--- config.mk ---
export PLATFORM = sky130hd
export DESIGN_NAME = tcrc_core
export DESIGN_NICKNAME = d
export VERILOG_FILES = /design/src/tcrc_pkg.sv /design/src/tcrc_shift.sv /design/src/tcrc_core.sv
export VERILOG_INCLUDE_DIRS = /design/src
export SDC_FILE = /design/constraint.sdc
export NUM_CORES = 1
export LEC_CHECK = 0
export BUFFER_PORTS_ARGS = -buffer_cell sky130_fd_sc_hd__buf_2
export CORE_MARGIN = 2
export CORE_UTILIZATION = 52
export CTS_BUF_LIST = sky130_fd_sc_hd__clkbuf_16
export CTS_CLUSTER_DIAMETER = 40
export DETAILED_ROUTE_END_ITERATION = 6
export GPL_TIMING_DRIVEN = 0
export PLACE_DENSITY_LB_ADDON = 0.08
export RECOVER_POWER = 25
export SLEW_MARGIN = 20
export SYNTH_ARGS = -nofsm -noshare
export SYNTH_HDL_FRONTEND = slang
export SYNTH_HIERARCHICAL = 1
export SYNTH_SLANG_ARGS = --single-unit
--- constraint.sdc ---
create_clock -name clk -period 2.2 [get_ports clk]
set_input_delay 0.22 -clock clk [delete_from_list [all_inputs] [get_ports clk]]
set_output_delay 0.22 -clock clk [all_outputs]
set_load 0.1 [all_outputs]
--- src/tcrc_map.svh ---
// Constants of the transponder CRC-16 generator: widths, values and counts
//------------------------------------------------------------------------------
`ifndef TCRC_MAP_SVH
`define TCRC_MAP_SVH
`define TCRC_WIDTH       16
`define TCRC_INIT        16'h3791
`define TCRC_POLY_REFL   16'h8408
`define TCRC_RESIDUE     16'h0000
`define TCRC_START_BYTE  8'h7E
`define TCRC_START_BITS  8
`define TCRC_DATA_BYTES  6
`define TCRC_ADDR_BYTES  1
`define TCRC_CNT_W       7
`endif

--- src/tcrc_pkg.sv ---
// Types shared by the transponder CRC-16 generator files
package tcrc_pkg;
	// Serial bit with its one-cycle bit strobe
	typedef struct packed {
		logic strobe;
		logic data;
	} tcrc_bit_s;

	// Seed choice: sel=0 default start value, sel=1 supplied value
	typedef struct packed {
		logic        sel;
		logic [15:0] value;
	} tcrc_seed_s;

	// Frame phases
	typedef enum logic [2:0] {
		ST_IDLE  = 3'b000,
		ST_RX    = 3'b001,
		ST_SKIP  = 3'b010,
		ST_ACC   = 3'b011,
		ST_SHIFT = 3'b100
	} tcrc_state_e;
endpackage : tcrc_pkg

--- src/tcrc_shift.sv ---
// Sixteen-cell serial CRC register with load, accumulate and plain shift modes
`timescale 1ns/1ps
`default_nettype none
`include "tcrc_map.svh"
module tcrc_shift #(
	parameter int WIDTH = `TCRC_WIDTH
) (
	// Clock and reset
	input  wire logic             clk,
	input  wire logic             reset,
	// Control
	input  wire logic             load,
	input  wire logic [WIDTH-1:0] load_value,
	input  wire logic             step,
	input  wire logic             shift_only,
	input  wire logic             din,
	// State
	output var  logic [WIDTH-1:0] crc
);
	// The tap pattern is fixed at sixteen cells; other widths cannot be served
	generate
		if (WIDTH != 16)
			$error("tcrc_shift: only a sixteen-cell register is supported");
	endgenerate

	//--------------------------------------------------------------------------
	// Feedback network
	//--------------------------------------------------------------------------
	// Reflected form: cell 0 is the register output, so data goes LSB first
	wire             feedback = din ^ crc[0];
	wire [WIDTH-1:0] taps     = feedback ? WIDTH'(`TCRC_POLY_REFL) : '0;
	// Plain shift mode lets zeros in and leaves the taps out
	wire [WIDTH-1:0] next_crc = shift_only ? (crc >> 1)
	                                       : ((crc >> 1) ^ taps);

	//--------------------------------------------------------------------------
	// Register
	//--------------------------------------------------------------------------
	// Load beats step so a new frame never mixes with a stale bit
	always_ff @(posedge clk or posedge reset) begin
		if (reset)
			crc <= WIDTH'(`TCRC_INIT);
		else if (load)
			crc <= load_value;
		else if (step)
			crc <= next_crc;
	end
endmodule : tcrc_shift
`default_nettype wire

--- src/tcrc_core.sv ---
// Frame sequencer around the CRC-16 register for the LF write and read paths
`timescale 1ns/1ps
`default_nettype none
`include "tcrc_map.svh"
module tcrc_core #(
	parameter int START_BITS = `TCRC_START_BITS,
	parameter int DATA_BYTES = `TCRC_DATA_BYTES,
	parameter int ADDR_BYTES = `TCRC_ADDR_BYTES
) (
	// Clock and reset
	input  wire logic                   clk,
	input  wire logic                   reset,
	// Frame starts, write frame end and seed choice
	input  wire logic                   wr_start,
	input  wire logic                   wr_end,
	input  wire logic                   rd_start,
	input  wire tcrc_pkg::tcrc_seed_s   seed,
	// Receive path
	input  wire tcrc_pkg::tcrc_bit_s    rx_bit,
	// Transmit path
	input  wire tcrc_pkg::tcrc_bit_s    tx_bit,
	// Write check result
	output var  logic                   crc_ok,
	output var  logic                   result_valid,
	// Check word out
	output var  logic                   check_bit,
	output var  logic                   check_active,
	output var  logic                   read_done,
	output var  logic [15:0]            block_check_word
);
	// Last count of each phase; every phase counts from zero
	localparam int ACC_BITS = (DATA_BYTES + ADDR_BYTES) * 8;
	localparam logic [`TCRC_CNT_W-1:0] SKIP_LAST  = `TCRC_CNT_W'(START_BITS - 1);
	localparam logic [`TCRC_CNT_W-1:0] ACC_LAST   = `TCRC_CNT_W'(ACC_BITS - 1);
	localparam logic [`TCRC_CNT_W-1:0] SHIFT_LAST = `TCRC_CNT_W'(`TCRC_WIDTH - 1);

	// The bit counter is seven bits wide; larger frames cannot be counted
	generate
		if (START_BITS < 1 || START_BITS > 127 || ACC_BITS < 8 || ACC_BITS > 127)
			$error("tcrc_core: frame sizes out of range");
	endgenerate

	tcrc_pkg::tcrc_state_e         state;
	tcrc_pkg::tcrc_state_e         next_state;
	logic [`TCRC_CNT_W-1:0]        cnt;
	logic [`TCRC_CNT_W-1:0]        next_cnt;
	logic [15:0]                   crc;

	//--------------------------------------------------------------------------
	// Step selection
	//--------------------------------------------------------------------------
	wire in_rx    = (state == tcrc_pkg::ST_RX);
	wire in_skip  = (state == tcrc_pkg::ST_SKIP);
	wire in_acc   = (state == tcrc_pkg::ST_ACC);
	wire in_shift = (state == tcrc_pkg::ST_SHIFT);
	wire load     = wr_start | rd_start;
	wire [15:0] load_value = seed.sel ? seed.value : `TCRC_INIT;
	wire rx_step  = in_rx & rx_bit.strobe;
	// Transmit strobes drive every read phase; the bit counter runs on them alone
	wire tx_step  = (in_skip | in_acc | in_shift) & tx_bit.strobe;
	// The start byte counts bits but never reaches the register
	wire gen_step = rx_step | (tx_step & ~in_skip);
	// Each frame direction feeds the register from its own line
	wire gen_din  = in_rx ? rx_bit.data : tx_bit.data;
	// wr_end judges the register as it stood before this edge, so give it one
	// quiet cycle after the last check-word bit; a start in the same cycle wins
	wire frame_chk = in_rx & wr_end & ~load;
	wire skip_end  = in_skip & tx_step & (cnt == SKIP_LAST);
	wire acc_end   = in_acc & tx_step & (cnt == ACC_LAST);
	wire shift_end = in_shift & tx_step & (cnt == SHIFT_LAST);

	//--------------------------------------------------------------------------
	// Next state and bit count
	//--------------------------------------------------------------------------
	assign next_state = wr_start  ? tcrc_pkg::ST_RX    :
	                    rd_start  ? tcrc_pkg::ST_SKIP  :
	                    frame_chk ? tcrc_pkg::ST_IDLE  :
	                    skip_end  ? tcrc_pkg::ST_ACC   :
	                    acc_end   ? tcrc_pkg::ST_SHIFT :
	                    shift_end ? tcrc_pkg::ST_IDLE  : state;
	// Each phase counts from zero
	assign next_cnt = (load | skip_end | acc_end | shift_end) ? '0 :
	                  tx_step ? cnt + `TCRC_CNT_W'(1) : cnt;

	// One register serves both directions; the phase picks its input and mode
	tcrc_shift #(
		.WIDTH      (`TCRC_WIDTH)
	) u_shift (
		.clk        (clk),
		.reset      (reset),
		.load       (load),
		.load_value (load_value),
		.step       (gen_step),
		.shift_only (in_shift),
		.din        (gen_din),
		.crc        (crc)
	);

	//--------------------------------------------------------------------------
	// Sequencer registers
	//--------------------------------------------------------------------------
	always_ff @(posedge clk or posedge reset) begin
		if (reset) begin
			state <= tcrc_pkg::ST_IDLE;
			cnt   <= '0;
		end else begin
			state <= next_state;
			cnt   <= next_cnt;
		end
	end

	// Result and handshake flags; pulses last one cycle
	// check_active follows next_state so it rises as the first check bit stands
	always_ff @(posedge clk or posedge reset) begin
		if (reset) begin
			crc_ok       <= 1'b0;
			result_valid <= 1'b0;
			read_done    <= 1'b0;
			check_active <= 1'b0;
		end else begin
			if (frame_chk)
				crc_ok <= (crc == `TCRC_RESIDUE);
			else if (load)
				crc_ok <= 1'b0;
			result_valid <= frame_chk;
			read_done    <= shift_end;
			check_active <= (next_state == tcrc_pkg::ST_SHIFT);
		end
	end

	// Register cell 0 is the next check word bit, LSB first
	assign check_bit        = crc[0];
	assign block_check_word = crc;

	//--------------------------------------------------------------------------
	// Read phase checks
	//--------------------------------------------------------------------------
	// Check-word strobes since the last accumulate bit; counted apart from the
	// sequencer so that a fault in its own counter shows up in the length check
	logic [4:0] shift_seen;
	always_ff @(posedge clk or posedge reset) begin
		if (reset)
			shift_seen <= 5'h00;
		else if (load || acc_end)
			shift_seen <= 5'h00;
		else if (in_shift && tx_bit.strobe)
			shift_seen <= shift_seen + 5'h01;
	end
endmodule : tcrc_core
`default_nettype wire

==> metrics.yaml <==
yosys:
  synthSimpleGateAreaFrac_pct: 24.69
  synth-main-ff-cell: "dfrtp_1"
  synth_mux_area_share_pct: 9.474
  yosysTopAreaCellShare_pct: 30.43
  ys_seq_area_share_pct: 42.05
  synth-xor-area-share_pct: 3.389
  async_flop_share_pct: 100.0
  ys_ff_latch: 30
  synth_compound_area_share_pct: 13.90
  syn_avg_cell_area_um2: 9.374
  yosys.area.top_type: "dfrtp_1"
  syn_area_um2: 1809
  synthAdderAreaFrac_pct: 0.6916
  yosys_warnings: 6
  synth_top_family_by_area: "simple AND/OR/NAND/NOR gates"
  syn_inst: 193
  synth_edf_count: 0
  synthTopCellsByArea: "dfrtp_1, dfstp_2, mux2i_1"
  synthesis.nets: 220
  netlist-cell-type-count: 45
cells_and_area:
  drive_gt1_share_pct: 30.77
  insertedDiodeCount: 0
  final_nets: 273
  final_cells: 293
  ff_latch_area_um2: 760.7
  fill_cells: 291
  area_growth_pct: 23.44
  multi_input_area_um2: 943.4
critical_path:
  worstPathCellList: "clkbuf_2 -> nor3b_1 -> mux2_2 -> xor2_1 -> a31oi_1 -> o21ai_1"
  rr_worst_depth: 6
  startpoint_type: "flip-flop"
  crit_fanout: 9
  critPathArrivalTime_ns: 2.16
  worstSetupPathType: "reg -> reg"
  rr_startpoint: "state[2]$_DFF_PP0_"
  cpMaxStageDelayCell: "nor3b_1"
  end_kind: "flip-flop"
  worstPathRequired_ns: 2.35
  slowest_delay_ns: 0.45
  startpoint: "state[2]$_DFF_PP0_"
global_route:
  grt_max_degree: 17
  grt_usage_pct: 23.16
  grt_pass1_wl_um: 7238
  grt-ovfl-total: 0
  grt_pass1_vias: 1609
  antenna_found_initial: 0
route:
  routedWlPerCell_um: 14.29
  met1_length_um: 2065
  post-route-drc-count: 0
  met2WireLength_um: 1783
  route.vias.total: 1614
  routed_via_density: 5.509
  postRouteAntennaNets: 0
  wl_met3_um: 262
  dr.pass1.iters: 4
  routed_wl_um: 4187
  top_layer: "met4"
  drt_iter0_markers: 112
power_and_ir_drop:
  finalPower_mw: 1.713
  powerDensity_nw_per_um2: 766.8
  vdd_ir_drop_max_mv: 0.5749
  p_leak_nw: 1.001
placement:
  gp_congestion: 0.8424
  dp.cells: 285
  hpwlAfterDp_um: 2960
  preCtsSetupSlack_ns: 0.2331
  io_buffers: 46
clock_network:
  post_cts_buffers: 0
  root_buffer: "clkbuf_16"
  cts_sinks: 30
  clock_latency_ns: 0.28
  cts_hold_buf: 0
  htree_levels: 2
  cts_tree: "yes"
  cts_resized: 0
  clkTransAtPathRegs_ns: 0.05
  clockBufferDepth: 2
  cts_inserted_buffers: 5
floorplan:
  coreArea_um2: 3337
  num_io_pins: 47
  die_h_um: 62.99
  fp.dieW_um: 62.99
  start_util_pct: 54.22
  dieArea_um2: 3967
  rows: 21
timing:
  clock_skew_ns: 0.006100
  finalCriticalPeriod_ns: 2.009
  worst_slack_ns: 0.1912
  fin_crit_sh_pct: 91.31
  fin_worst_hold_slack_ns: -0.02909
  rsz0062_at_grt: "false"
  hold_viol_final: 20
  slew_headroom_pct: 60.49
  clock.fmax_ghz: 0.4978
  setup_violations: 0
  max_slew.worst_pin.slew_ns: 0.5920
  fin_setup_tns_ns: 0
  slew_violations: 0
status:
  violations: "hold timing"
  outcome: "finished with violations"
hold_path:
  hold_class: "in -> async"
flow_run:
  drv_cap: 0
synth_stat cells, types with 2 or more instances:
cell type,n
o21ai_0,14
nand4_1,3
a211oi_1,2
nor2_1,7
o2111ai_1,2
a21oi_1,12
nand3b_1,2
xnor2_1,6
or2_2,2
nand2b_1,8
nor3_1,6
nand3_1,5
buf_4,2
inv_1,6
dfstp_2,8
nor4_1,5
and2_1,8
buf_2,5
mux2i_1,16
o31ai_1,2
nand2_1,21
buf_6,3
nor3b_1,5
dfrtp_1,22
worst max-delay path: cells and delay by family, from the launching register on:
kind | cells | cell delay, ns
AOI/OAI and AO/OA | 2 | 0.31
xor gates and xnor gates | 1 | 0.18
buffers and inverters | 1 | 0.17
muxes | 1 | 0.42
and+or+nand+nor | 1 | 0.45
DFF | 1 | 0.35
report_power, final:
part	switching [mW]	total, mW	internal, mW
combinational	0.333	0.444	0.111
clock	0.229	0.637	0.407
sequential	0.0370	0.632	0.595
cells in the final DEF, fill, tap and decap left out, types with 2 or more instances in the layout:
cell type and count:
nand2b_1 8, dfrtp_1 22, o21ai_0 14, nand2_1 21, buf_6 3, buf_4 2
nand3_1 5, buf_2 50, a211oi_1 2, o2111ai_1 2, mux2i_1 16, inv_1 7
clkbuf_16 5, o31ai_1 2, nor3b_1 5, a21oi_1 12, nor4_1 5, dfstp_2 8
nand3b_1 2, clkbuf_1 2, nor2_1 7, nor3_1 6, nand4_1 3, and2_1 8
or2_2 2, xnor2_1 6
cell type report:
type	count	area share [%]
clock inverters	3	0.5602
multi-input cells	145	42.24
flip-flops and latches	30	34.06
clock buffers	5	5.602
repair buffers	46	10.25
well taps	46	2.577
plain buffers	12	3.697
inverters	6	1.008
state kept, by name (all words and copies together) (netlist names):
| name | cells |
|---|---|
| crc_ok | 1 |
| cnt | 7 |
| check_active | 1 |
| u_shift/crc | 16 |
| read_done | 1 |
| result_valid | 1 |
| state | 3 |
per-layer routing:
layer  global-route usage (%)  vias up
met4                    8.889        0
met5                        0        -
li1                         -      791
met1                    31.86      766
met3                    7.027        9
met2                    34.18       48
through the flow:
step / instance area, um^2 / util (%)
final: 2233 / 66.93
after global routing: 2233 / 66.93
after CTS: 2235 / 66.97
after detailed placement: 2097 / 62.84
after global placement: 2097 / 62.84
after floorplan: 1809 / -
path summary, 6_finish.rpt:
check,to,slack (ns)
setup / recovery,u_shift/crc[15]$_DFFE_PP0P_,0.19
hold / removal,cnt[6]$_DFFE_PP0P_,-0.03
setup reg to reg,u_shift/crc[15]$_DFFE_PP0P_,0.19
hold reg to reg,crc_ok$_DFFE_PP0P_,0.53
max in group asynchronous,u_shift/crc[14]$_DFFE_PP0P_,1.82
min in group clk,state[1]$_DFF_PP0_,0.13
cell families after synthesis:
kind of cell | after synthesis
AOI/OAI and AO/OA | 40
muxes | 17
and+or+nand+nor | 80
adders and majority gates | 1
buffers and inverters | 18
xor gates and xnor gates | 7
DFF | 30
No activity file was read; power rests on OpenSTA's default activity.
